<file path="src/rtl/logic_input_pkg.sv">
/*
 * Constants for the logic input routing block: register offsets, field
 * widths, reset values and timing.
 * Assumes a 10 MHz APB clock and 32-bit aligned register words.
 */
package logic_input_pkg;
    // -----------------------------------------------------------------
    // Register byte offsets
    // -----------------------------------------------------------------
    localparam logic [11:0] OFF_INPUT_STATUS = 12'h000;
    localparam logic [11:0] OFF_DEST_BASE = 12'h010;
    localparam logic [11:0] OFF_DEST_LAST = 12'h030;
    localparam logic [11:0] OFF_NORMAL_LOGIC = 12'h040;
    localparam logic [11:0] OFF_INVERT = 12'h044;
    localparam logic [11:0] OFF_FUNC_ENABLE = 12'h048;
    localparam logic [11:0] OFF_DRIVE_STATUS = 12'h04C;
    localparam logic [11:0] OFF_LATCHED_BASE = 12'h080;
    localparam logic [11:0] OFF_LATCHED_LAST = 12'h0A0;

    // -----------------------------------------------------------------
    // Fields and reset values
    // -----------------------------------------------------------------
    localparam int NUM_INPUTS = 10;
    localparam int NUM_PROG = 9;
    localparam int DEST_W = 11;
    localparam logic [10:0] DEST_MAX = 11'h7CF;
    localparam logic [10:0] DEST_RESET = 11'h000;
    localparam logic NORMAL_DIS_RESET = 1'b1;
    localparam int BIT_RUN_PERMIT = 0;
    localparam int BIT_IN2 = 1;
    localparam int BIT_IN3 = 2;
    localparam int BIT_IN4 = 3;
    localparam int BIT_IN5 = 4;
    localparam int BIT_ENABLE_STATUS = 10;
    localparam int FE_INCH_REV = 0;
    localparam int FE_INCH_FWD = 1;
    localparam int FE_RUN_REV = 2;
    localparam int FE_RUN_FWD = 3;

    // -----------------------------------------------------------------
    // Timing
    // -----------------------------------------------------------------
    localparam int CLK_HZ = 10_000_000;
    localparam int FIRING_OFF_DELAY_S = 30;
    localparam longint FIRING_OFF_CYCLES = longint'(FIRING_OFF_DELAY_S) * CLK_HZ;
endpackage

</file>
<file path="src/rtl/logic_input_routing.sv">
/*
 * Logic input unit: samples eleven terminal inputs, shows their status,
 * routes programmable inputs to destination codes, derives the fixed
 * sequencing commands and holds an APB register slave.
 * Assumes terminal inputs are already synchronous to pclk and that the
 * drive reset arrives as presetn or the drive_reset pulse.
 */
// The register offsets and register access over APB were decided locally.
`timescale 1ns/1ps
`default_nettype none

module logic_input_routing #(
    parameter longint FIRING_OFF_CYCLES = logic_input_pkg::FIRING_OFF_CYCLES
) (
    input wire logic pclk,
    input wire logic presetn,
    input wire logic psel,
    input wire logic penable,
    input wire logic pwrite,
    input wire logic [11:0] paddr,
    input wire logic [31:0] pwdata,
    output logic [31:0] prdata,
    output logic pready,
    output logic pslverr,
    input wire logic run_permit_input,
    input wire logic logic_input_two,
    input wire logic logic_input_three,
    input wire logic logic_input_four,
    input wire logic logic_input_five,
    input wire logic external_trip_input,
    input wire logic logic_input_seven,
    input wire logic logic_input_eight,
    input wire logic logic_input_nine,
    input wire logic logic_input_ten,
    input wire logic drive_enable_input,
    input wire logic drive_reset,
    input wire logic drive_running,
    input wire logic ramp_hold,
    output logic ref_zero,
    output logic drive_stop,
    output logic drive_permit,
    output logic firing_off,
    output logic coast_stop,
    output logic ramp_reset,
    output logic inch_reverse,
    output logic inch_forward,
    output logic run_reverse,
    output logic run_forward,
    output logic [logic_input_pkg::NUM_PROG-1:0] route_valid,
    output logic [logic_input_pkg::NUM_PROG*logic_input_pkg::DEST_W-1:0] route_dest,
    output logic [logic_input_pkg::NUM_PROG-1:0] route_level
);
    localparam int NP = logic_input_pkg::NUM_PROG;
    localparam int DW = logic_input_pkg::DEST_W;
    localparam int CW = 40;
    localparam logic [CW-1:0] FIRE_CNT = CW'(FIRING_OFF_CYCLES);

    // -----------------------------------------------------------------
    // Input sampling
    // -----------------------------------------------------------------
    logic [10:0] in_raw;
    logic [10:0] in_q;
    logic [10:0] in_d;

    assign in_raw = {drive_enable_input, logic_input_ten, logic_input_nine,
                     logic_input_eight, logic_input_seven, external_trip_input,
                     logic_input_five, logic_input_four, logic_input_three,
                     logic_input_two, run_permit_input};

    // One stage only: pins arrive already synchronous to pclk
    always_comb begin
        in_d = in_raw;
    end

    always_ff @(posedge pclk or negedge presetn) begin
        if (!presetn) begin
            in_q <= 11'h000;
        end else begin
            in_q <= in_d;
        end
    end

    // -----------------------------------------------------------------
    // Configuration registers
    // -----------------------------------------------------------------
    logic [DW-1:0] dest_q [NP];
    logic [DW-1:0] dest_d [NP];
    logic [DW-1:0] latch_q [NP];
    logic [DW-1:0] latch_d [NP];
    logic normal_dis_q;
    logic normal_dis_d;
    logic [NP-1:0] invert_q;
    logic [NP-1:0] invert_d;
    logic [3:0] func_en_q;
    logic [3:0] func_en_d;
    logic wr_en;
    logic [11:0] dest_off;
    logic [3:0] dest_idx;
    logic dest_hit;

    assign wr_en = psel && penable && pwrite;
    assign dest_off = paddr - logic_input_pkg::OFF_DEST_BASE;
    assign dest_idx = dest_off[5:2];
    assign dest_hit = (paddr >= logic_input_pkg::OFF_DEST_BASE)
                   && (paddr <= logic_input_pkg::OFF_DEST_LAST) && (paddr[1:0] == 2'b00);

    always_comb begin
        for (int i = 0; i < NP; i++) begin
            dest_d[i] = dest_q[i];
            latch_d[i] = latch_q[i];
            // Out-of-range codes are dropped, not clipped to the limit
            if (wr_en && dest_hit && dest_idx == 4'(i)
                && pwdata <= 32'(logic_input_pkg::DEST_MAX)) begin
                dest_d[i] = pwdata[DW-1:0];
            end
            if (drive_reset) begin
                latch_d[i] = dest_q[i];
            end
        end
        normal_dis_d = normal_dis_q;
        invert_d = invert_q;
        func_en_d = func_en_q;
        if (wr_en && paddr == logic_input_pkg::OFF_NORMAL_LOGIC) begin
            normal_dis_d = pwdata[0];
        end
        if (wr_en && paddr == logic_input_pkg::OFF_INVERT) begin
            invert_d = pwdata[NP-1:0];
        end
        if (wr_en && paddr == logic_input_pkg::OFF_FUNC_ENABLE) begin
            func_en_d = pwdata[3:0];
        end
    end

    always_ff @(posedge pclk or negedge presetn) begin
        if (!presetn) begin
            for (int i = 0; i < NP; i++) begin
                dest_q[i] <= logic_input_pkg::DEST_RESET;
                latch_q[i] <= logic_input_pkg::DEST_RESET;
            end
            normal_dis_q <= logic_input_pkg::NORMAL_DIS_RESET;
            invert_q <= '0;
            func_en_q <= 4'h0;
        end else begin
            dest_q <= dest_d;
            latch_q <= latch_d;
            normal_dis_q <= normal_dis_d;
            invert_q <= invert_d;
            func_en_q <= func_en_d;
        end
    end

    // -----------------------------------------------------------------
    // Routing of programmable inputs two to ten
    // -----------------------------------------------------------------
    logic [NP-1:0] func_lvl;

    // Routing always follows the latched copy, never the live register
    for (genvar g = 0; g < NP; g++) begin : g_route
        assign func_lvl[g] = in_q[g+1] ^ invert_q[g];
        assign route_valid[g] = (latch_q[g] != logic_input_pkg::DEST_RESET);
        assign route_dest[g*DW +: DW] = latch_q[g];
        assign route_level[g] = func_lvl[g];
    end

    // -----------------------------------------------------------------
    // Fixed sequencing functions
    // -----------------------------------------------------------------
    logic [3:0] dir_sel;
    always_comb begin
        // Run permit and enable never pass through the routing table
        dir_sel = normal_dis_q ? func_en_q : 4'hF;
    end
    assign inch_reverse = dir_sel[logic_input_pkg::FE_INCH_REV]
                          && func_lvl[logic_input_pkg::BIT_IN2-1];
    assign inch_forward = dir_sel[logic_input_pkg::FE_INCH_FWD]
                          && func_lvl[logic_input_pkg::BIT_IN3-1];
    assign run_reverse = dir_sel[logic_input_pkg::FE_RUN_REV]
                         && func_lvl[logic_input_pkg::BIT_IN4-1];
    assign run_forward = dir_sel[logic_input_pkg::FE_RUN_FWD]
                         && func_lvl[logic_input_pkg::BIT_IN5-1];

    logic permit;
    logic enabled;
    assign permit = in_q[logic_input_pkg::BIT_RUN_PERMIT];
    assign enabled = in_q[logic_input_pkg::BIT_ENABLE_STATUS];
    assign ref_zero = !permit;
    assign drive_stop = !permit && !ramp_hold;
    assign drive_permit = enabled;

    // -----------------------------------------------------------------
    // Enable loss: delayed firing off, coast stop
    // -----------------------------------------------------------------
    logic [CW-1:0] fire_cnt_q;
    logic [CW-1:0] fire_cnt_d;
    logic firing_off_q;
    logic firing_off_d;
    logic coast_q;
    logic coast_d;
    logic enabled_prev_q;

    always_comb begin
        fire_cnt_d = fire_cnt_q;
        firing_off_d = firing_off_q;
        coast_d = coast_q;
        if (enabled) begin
            fire_cnt_d = '0;
            firing_off_d = 1'b0;
            coast_d = 1'b0;
        end else begin
            if (fire_cnt_q < FIRE_CNT) begin
                fire_cnt_d = fire_cnt_q + CW'(1);
            end
            if (fire_cnt_q + CW'(1) >= FIRE_CNT) begin
                firing_off_d = 1'b1;
            end
            // Latched so the coast persists after the motor spins down
            if (enabled_prev_q && drive_running) begin
                coast_d = 1'b1;
            end
        end
    end

    always_ff @(posedge pclk or negedge presetn) begin
        if (!presetn) begin
            fire_cnt_q <= '0;
            firing_off_q <= 1'b0;
            coast_q <= 1'b0;
            enabled_prev_q <= 1'b0;
        end else begin
            fire_cnt_q <= fire_cnt_d;
            firing_off_q <= firing_off_d;
            coast_q <= coast_d;
            enabled_prev_q <= enabled;
        end
    end

    assign firing_off = firing_off_q;
    assign coast_stop = coast_q;
    assign ramp_reset = coast_q;

    // -----------------------------------------------------------------
    // APB read path, zero wait states
    // -----------------------------------------------------------------
    logic [31:0] rd_d;
    logic [31:0] rd_q;
    logic err_d;
    logic [11:0] lat_off;
    logic [3:0] lat_idx;
    logic lat_hit;

    assign lat_off = paddr - logic_input_pkg::OFF_LATCHED_BASE;
    assign lat_idx = lat_off[5:2];
    assign lat_hit = (paddr >= logic_input_pkg::OFF_LATCHED_BASE)
                  && (paddr <= logic_input_pkg::OFF_LATCHED_LAST) && (paddr[1:0] == 2'b00);

    always_comb begin
        rd_d = 32'h0000_0000;
        err_d = 1'b0;
        if (paddr == logic_input_pkg::OFF_INPUT_STATUS) begin
            rd_d = {21'h000000, in_q};
        end else if (dest_hit) begin
            for (int i = 0; i < NP; i++) begin
                if (dest_idx == 4'(i)) begin
                    rd_d = {21'h000000, dest_q[i]};
                end
            end
        end else if (lat_hit) begin
            for (int i = 0; i < NP; i++) begin
                if (lat_idx == 4'(i)) begin
                    rd_d = {21'h000000, latch_q[i]};
                end
            end
        end else if (paddr == logic_input_pkg::OFF_NORMAL_LOGIC) begin
            rd_d = {31'h00000000, normal_dis_q};
        end else if (paddr == logic_input_pkg::OFF_INVERT) begin
            rd_d = {23'h000000, invert_q};
        end else if (paddr == logic_input_pkg::OFF_FUNC_ENABLE) begin
            rd_d = {28'h0000000, func_en_q};
        end else if (paddr == logic_input_pkg::OFF_DRIVE_STATUS) begin
            rd_d = {28'h0000000, coast_q, firing_off_q, enabled, permit};
        end else begin
            err_d = 1'b1;
        end
        if (pwrite && paddr == logic_input_pkg::OFF_INPUT_STATUS) begin
            err_d = 1'b1;
        end
    end

    // Captured in setup so the word stands through the access phase
    always_ff @(posedge pclk or negedge presetn) begin
        if (!presetn) begin
            rd_q <= 32'h0000_0000;
        end else if (psel && !penable && !pwrite) begin
            rd_q <= rd_d;
        end
    end

    assign prdata = rd_q;
    assign pready = 1'b1;
    assign pslverr = psel && penable && err_d;

    // -----------------------------------------------------------------
    // Checks: sequencing functions
    // -----------------------------------------------------------------
    a_ref_zero_permit: assert property (@(posedge pclk) disable iff (!presetn)
        $fell(run_permit_input) |=> ref_zero)
        else $error("reference not zeroed on permit loss");
    a_stop_hold: assert property (@(posedge pclk) disable iff (!presetn)
        (!permit && ramp_hold) |-> !drive_stop)
        else $error("stop asserted during ramp hold");
    a_enable_status: assert property (@(posedge pclk) disable iff (!presetn)
        1'b1 |=> drive_permit == $past(drive_enable_input))
        else $error("permit does not follow enable");
    a_firing_early: assert property (@(posedge pclk) disable iff (!presetn)
        (enabled && $past(enabled)) |=> !firing_off)
        else $error("firing off while enabled");
    // Holds only while the delay is at least two cycles
    a_firing_after_loss: assert property (@(posedge pclk) disable iff (!presetn)
        $rose(firing_off) |-> !$past(enabled) && !$past(enabled, 2))
        else $error("firing off without a long enable loss");
    a_coast_stop: assert property (@(posedge pclk) disable iff (!presetn)
        (enabled_prev_q && !enabled && drive_running) |=> coast_stop && ramp_reset)
        else $error("no coast stop on enable loss");
    a_coast_idle: assert property (@(posedge pclk) disable iff (!presetn)
        (!coast_stop && !drive_running) |=> !coast_stop)
        else $error("coast stop without a running drive");
    a_permit_fixed: assert property (@(posedge pclk) disable iff (!presetn)
        1'b1 |=> ref_zero == !$past(run_permit_input))
        else $error("run permit function moved");

    // -----------------------------------------------------------------
    // Checks: status and routing
    // -----------------------------------------------------------------
    a_status_follow: assert property (@(posedge pclk) disable iff (!presetn)
        1'b1 |=> in_q == $past(in_raw))
        else $error("status not one cycle after input");
    a_status_write: assert property (@(posedge pclk) disable iff (!presetn)
        (psel && penable && pwrite && paddr == logic_input_pkg::OFF_INPUT_STATUS) |-> pslverr)
        else $error("status write not refused");
    a_dest_range: assert property (@(posedge pclk) disable iff (!presetn)
        route_dest[DW-1:0] <= logic_input_pkg::DEST_MAX)
        else $error("destination beyond range");
    a_unrouted_zero: assert property (@(posedge pclk) disable iff (!presetn)
        route_valid[0] == (route_dest[DW-1:0] != logic_input_pkg::DEST_RESET))
        else $error("valid flag disagrees with destination");
    a_latch_hold: assert property (@(posedge pclk) disable iff (!presetn)
        !$past(drive_reset) |-> $stable(latch_q[0]))
        else $error("routing changed without reset");
    a_latch_take: assert property (@(posedge pclk) disable iff (!presetn)
        $past(drive_reset) |-> latch_q[0] == $past(dest_q[0]))
        else $error("routing not taken at reset");
    a_normal_map: assert property (@(posedge pclk) disable iff (!presetn)
        !normal_dis_q |-> run_forward == func_lvl[logic_input_pkg::BIT_IN5-1])
        else $error("run forward not mapped");
    a_shared_level: assert property (@(posedge pclk) disable iff (!presetn)
        !normal_dis_q |-> inch_forward == route_level[logic_input_pkg::BIT_IN3-1])
        else $error("inch forward and routing disagree");
    a_disabled_map: assert property (@(posedge pclk) disable iff (!presetn)
        (normal_dis_q && !func_en_q[logic_input_pkg::FE_INCH_REV]) |-> !inch_reverse)
        else $error("inch reverse active while dropped");
    a_invert_sense: assert property (@(posedge pclk) disable iff (!presetn)
        1'b1 |=> route_level[0] == ($past(logic_input_two) ^ invert_q[0]))
        else $error("invert sense wrong");
    a_func_enable: assert property (@(posedge pclk) disable iff (!presetn)
        (normal_dis_q && func_en_q[logic_input_pkg::FE_RUN_REV])
            |-> run_reverse == route_level[logic_input_pkg::BIT_IN4-1])
        else $error("run reverse not enabled");
endmodule // logic_input_routing

`default_nettype wire

</file>
<file path="config.mk">
export PLATFORM = sky130hd
export DESIGN_NAME = logic_input_routing
export DESIGN_NICKNAME = d
export VERILOG_FILES = /design/src/rtl/logic_input_pkg.sv /design/src/rtl/logic_input_routing.sv
export SDC_FILE = /design/constraint.sdc
export NUM_CORES = 1
export LEC_CHECK = 0
export BUFFER_PORTS_ARGS = -buffer_cell sky130_fd_sc_hd__buf_2
export CELL_PAD_IN_SITES_DETAIL_PLACEMENT = 1
export CELL_PAD_IN_SITES_GLOBAL_PLACEMENT = 2
export CORE_UTILIZATION = 34
export CTS_CLUSTER_DIAMETER = 40
export DETAILED_ROUTE_END_ITERATION = 6
export GPL_TIMING_DRIVEN = 0
export PLACE_DENSITY = 0.79
export SLEW_MARGIN = 20
export SYNTH_ARGS = -nofsm -noshare
export SYNTH_HDL_FRONTEND = slang
export SYNTH_SLANG_ARGS = --single-unit
</file>
<file path="constraint.sdc">
create_clock -name pclk -period 2.5 [get_ports pclk]
set_input_delay 0.125 -clock pclk [delete_from_list [all_inputs] [get_ports pclk]]
set_output_delay 0.125 -clock pclk [all_outputs]
set_load 0.02 [all_outputs]
</file>
* Word-level counts from Yosys, hierarchy flattened
Cells that the tools add are included.
** Operators by class
- Mux-type cells :: 40
- $lt $le $gt $ge :: 7
- Equal/unequal tests :: 20
- Bitwise gates (word level) :: 9
- $add $sub $neg :: 3
- Reductions and logical operators :: 58
** Operator list (number)
- two-way mux 32 bit :: 19
- nonzero test 11 bit :: 9
- two-way mux 40 bit :: 2
- equality test 12 x 7 -> 1 bit, second input constant :: 4
- adder 40 x 1 -> 40 bit, second input constant :: 1
- >= comparator 40 x 29 -> 1 bit, second input constant :: 1
- < comparator 40 x 29 -> 1 bit, second input constant :: 1
- logical AND 1 bit :: 38
- equality test 4 x 3 -> 1 bit, second input constant :: 8
- less-or-equal comparator 32 x 11 -> 1 bit, second input constant :: 1
- two-way mux 11 bit :: 2
- two-way mux 9 bit :: 2
- equality test 4 x 2 -> 1 bit, second input constant :: 4
- >= comparator 12 x 5 -> 1 bit, second input constant :: 1
- >= comparator 12 x 8 -> 1 bit, second input constant :: 1
- less-or-equal comparator 12 x 6 -> 1 bit, second input constant :: 1
- less-or-equal comparator 12 x 8 -> 1 bit, second input constant :: 1
- zero test 12 bit :: 1
- two-way mux 1 bit :: 12
- two-way mux 4 bit :: 3
- XOR 1 bit :: 9
- equality test 4 x 1 -> 1 bit, second input constant :: 2
- equality test 4 bit, second input constant :: 2
- zero test 4 bit :: 2
- 5 further kinds :: 10
** Word-level totals
- Bits of input ports :: 63
- Register bits :: 298
- Logic and storage cells :: 164
- Output and inout bits :: 161

* Logic depth before layout (Yosys ltp)
- Word-level depth :: 14
- Mapped depth :: 10
- Depth with buffers taken out :: 8

* Worst setup path after synthesis
Ideal clock, no wire load.
- Path type :: flip-flop to flip-flop
- Start point :: reg fire_cnt_q[8]
- End point :: reg fire_cnt_q[23]
- Setup time :: 0.127 ns
- Data required time :: 2.373 ns
- Path buffers :: 2
- Stages on the path, launching flop included :: 10
- Period minus slack after synthesis :: 2.596 ns
- Arrival :: 2.469 ns
- Slack :: -0.096 ns
- Cell sequence :: dfrtp_1 > clkbuf_1 > a2111o_1 > a21oi_1 > o21ai_0 > a2111o_1 > clkbuf_1 > a21boi_1 > and3_1 > mux2_1
** On the way
- Longest elaborated chain between the ends :: 3
- Elaborated cells between the ends (all ways) :: 5
- Classes of those cells :: 1 x add/sub; 1 x order compare; 2 x mux; 1 x reduce/logical
** RTL lines
- start: declaration :: RTL line logic_input_routing.sv:193 : logic [CW-1:0] fire_cnt_q;
- start signal: assignment :: RTL line logic_input_routing.sv:230 : fire_cnt_q <= fire_cnt_d;
- adder 40 x 1 -> 40 bit :: RTL line logic_input_routing.sv:211 : fire_cnt_d = fire_cnt_q + CW'(1);
- two-way mux 40 bit :: RTL line logic_input_routing.sv:210 : if (fire_cnt_q < FIRE_CNT) begin
- two-way mux 40 bit :: RTL line logic_input_routing.sv:205 : if (enabled) begin
Several ways; a longest one is shown, not always the timed one. The select of a mux whose other input is x is not followed.
A chain may end at the register's enable or synchronous reset.

* Final worst setup path
- Start point :: reg fire_cnt_q[0]
- End point :: reg firing_off_q (netlist: firing_off)
** On the way
- Longest elaborated chain between the ends :: 3
** RTL lines
- adder 40 x 1 -> 40 bit :: RTL line logic_input_routing.sv:213 : if (fire_cnt_q + CW'(1) >= FIRE_CNT) begin
- >= comparator 40 x 29 -> 1 bit :: RTL line logic_input_routing.sv:213
- nonzero test 2 bit (no source line)
- end signal: assignment :: RTL line logic_input_routing.sv:231 : firing_off_q <= firing_off_d;
- end: declaration :: RTL line logic_input_routing.sv:195 : logic firing_off_q;
No other way between the ends.

==> impl_results.md <==
* Status: finished with violations
* Violated checks: setup timing
* Final setup margin at -4.25 ps
* First-pass GRT wire length at 74.7 mm
* Top-area cell type share of the netlist area at 50.2%
* Synthesis-to-layout area growth at 28.9%
* Clock skew at between 20 and 25 ps
* Initial antenna violation count at 2
* FFs w/ async S/R, synth at 100%
* Row count at 73
* Root buf cell: clkbuf_16
* Via count at 11400
* Cell count after synthesis at about 1200
* Wirelength per Cell at 24.1 microns
* Top-count cell post-synth: dfrtp_1
* Gr busiest metal: met2
* Crit. End Element: flip-flop
* Minimum setup slack among reg-to-reg paths at -4 ps
* Tot GR Track Use at 24.0%
* DRC at 0
* Fmax at 399 MHz
* Port bufs at 196
* Register area share after synthesis at 50.4%
* Pins Over Slew Limit at 0
* GR Overflow Total at 0
* Die width at 203 microns
* # fillers at between 4000 and 5000
* Final hold viol count at 0
* Worst-Margin Slew at 896 ps
* Ranking of synthesized cells by area: dfrtp_1, mux2_2, nor2_1
* Crit path kind: flip-flop to flip-flop
* Multi-input logic area at 6570 sq um
* Unrepaired setup endpoints after global routing: true
* Worst reg2reg path depth at 9
* 1st-iter DRT viols at roughly 760
* Non-filler cells, final at between 2000 and 2500
* Fin area at 17700 sq um
* Synth top cells by count: dfrtp_1, mux2_2, nor2_1
* Die ar. at roughly 41000 sq um
* Total Power at 11.4 mW
* Top-Level Pins at between 200 and 250
* Reg2reg end: firing_off
* Largest net degree at the start of global routing at 86
* Worst Hold Class: input pin to flip-flop
* Initial core utilization at about a third
* Synthesized area per cell at between 10 and 15 sq um
* CTS tree: built
* Critical Path RT at approximately 3000 ps
* Vias in the first global route at approximately 12000
* Register area at ~6900 sq um
* Placed cell area at roughly 16000 sq um
* Die Span Y at between 200 and 250 microns
* Reg2reg start: fire_cnt_q[0]
* Final #Nets at 1562
* Maximum VDD drop at 0.491 mV
* Worst slack, placed at -985 ps
* Final wirelength at 49.7 mm
* Post-synth EDFFs at 0
* Total power per unit cell area at 643 nW/um^2
* Placed instance count at between 1500 and 2000
* Final worst-path cycle share at 100%
* DP HPWL at 35.9 mm
* Crit path launch: fire_cnt_q[0]
* Startpoint Class: flip-flop
* Critical Path Sink: firing_off
* Clock buffer depth at 3
* CP max FO at 10
* CP arrival at between 2000 and 3000 ps
* Largest area contributor in the netlist: dfrtp_1
* Number of antenna-violating nets in the routed design at 0
* Pleak at ~8.7 nW
* Post-layout min period at approximately 2500 ps
* Sink Count at about 280
* Fraction of layout instances using a drive strength above 1 at 41.8%
* Most used DFF post-synth: dfrtp_1
* Synth Cell Area at 13800 sq um
* Number of synthesized register bits at 277
* GR Util met2 at 42.1%
* Synth cell types at 73
* Final setup fails at 2
* Met3 Usage GRT at 3.23%
* DRT Pass-1 Iters at 5
* Worst skew pair latency at 580 ps
* TritonCTS buffer count at 45
* CTS HTree Levels at 2
* Core area at 39800 sq um
* Via density at roughly 5.5
* Worst-path clk slew at approximately 50 ps
* RePlAce Congestion at 0.895
* Max cap viols at 0
* Met1 Track Usage GR at 29.7%
* Yosys warns at 0
* Max_slew headroom at 40.3%
-- critical path: stages (launching register included) --
cell      delay (ps)
dfrtp_1          400
ha_1             270
nand4_1          240
nor3_4           280
clkbuf_4         290
nor4b_1          260
a31oi_1           80
o22ai_1          160
a211oi_1         120
o32ai_1          280
-- report_power, final --
| part | internal, mW | switching (mW) |
|---|---|---|
| sequential | 4.52 | 0.0271 |
| clock | 3.76 | 2.45 |
| combinational | 0.210 | 0.450 |
| total | 8.48 | 2.93 |
-- how the worst min path moves through the flow --
stage | startpoint | end | slack [ps] | cells after the start
floorplan | presetn | coast_stop | -170 | 0
global placement | drive_enable_input | in_q[10] | 230 | 1
detailed placement | presetn | route_dest[9] | 30 | 1
CTS | paddr[6] | normal_dis_q | 110 | 4
global route | paddr[6] | normal_dis_q | 150 | 4
finish | paddr[6] | normal_dis_q | 150 | 4
-- area by class of cell --
cell class                      count  area share [%]
Antenna cell                        1          0.0141
Buffer                            100            3.09
Clock buffer                       54            6.83
Clock inverter                     30            1.72
Inverter                            9           0.190
Multi-Input combinational cell    823            37.0
Sequential cell                   277            39.1
Tap cell                          525            3.70
Timing Repair Buffer              242            8.28
-- layer usage --
metal / vias to the layer above / share of wire (%)
met3: 92 / 4.6
met1: 5929 / 41
met2: 314 / 51
li1: 5046 / -
met5: - / 0.034
met4: 2 / 3.3
-- registers in the layout, indices dropped and copies added, names as in the netlist --
signal / flops
in_q: 11
fire_cnt_q: 40
func_en_q: 4
invert_q: 9
firing_off: 1
coast_stop: 1
enabled_prev_q: 1
route_dest: 99
prdata: 11
normal_dis_q: 1
dest_q: 99
-- repair_timing --
item	4_1_cts	5_1_grt
endpoints found under the setup margin	44	55
pin swaps	10	7
gates cloned	0	1
resized for setup	54	32
hold buffers	19	0
endpoints found under the hold margin	135	0
buffers inserted	16	7
-- kinds of logic after synthesis --
family	synth area share [%]
AOI/OAI and AO/OA	10.2
xor gates and xnor gates	2.67
adders and majority gates	0.0909
buffers and inverters	3.96
DFF	50.4
muxes	20.3
other	0.0546
and+or+nand+nor	12.3
-- through the flow --
step | TNS [ps] | util (%) | hold WS (ps)
after floorplan | 0 | - | -171
after global placement | -1138470 | 38.9 | 233
after detailed placement | -71820 | 39.1 | 26.1
after CTS | -48.1 | 44.1 | 115
after global routing | -474 | 44.5 | 148
final | -8.33 | 44.5 | 148
-- placed cells by master, fill, tap and decap left out, types with 14 or more instances in the layout --
cell	count
dfrtp_1	269
nand4_1	19
nor3_1	21
conb_1	22
a22oi_1	29
nor2b_1	14
nand3_1	35
dlygate4sd3_1	19
mux2i_1	18
nor2_1	89
buf_4	44
o21ai_0	31
mux2_2	221
a21oi_1	24
xnor2_1	30
clkbuf_1	50
nor4_1	24
buf_2	211
a21oi_2	16
clkbuf_16	47
nand2_1	46
Note: power is estimated with default switching activity, not from simulation.
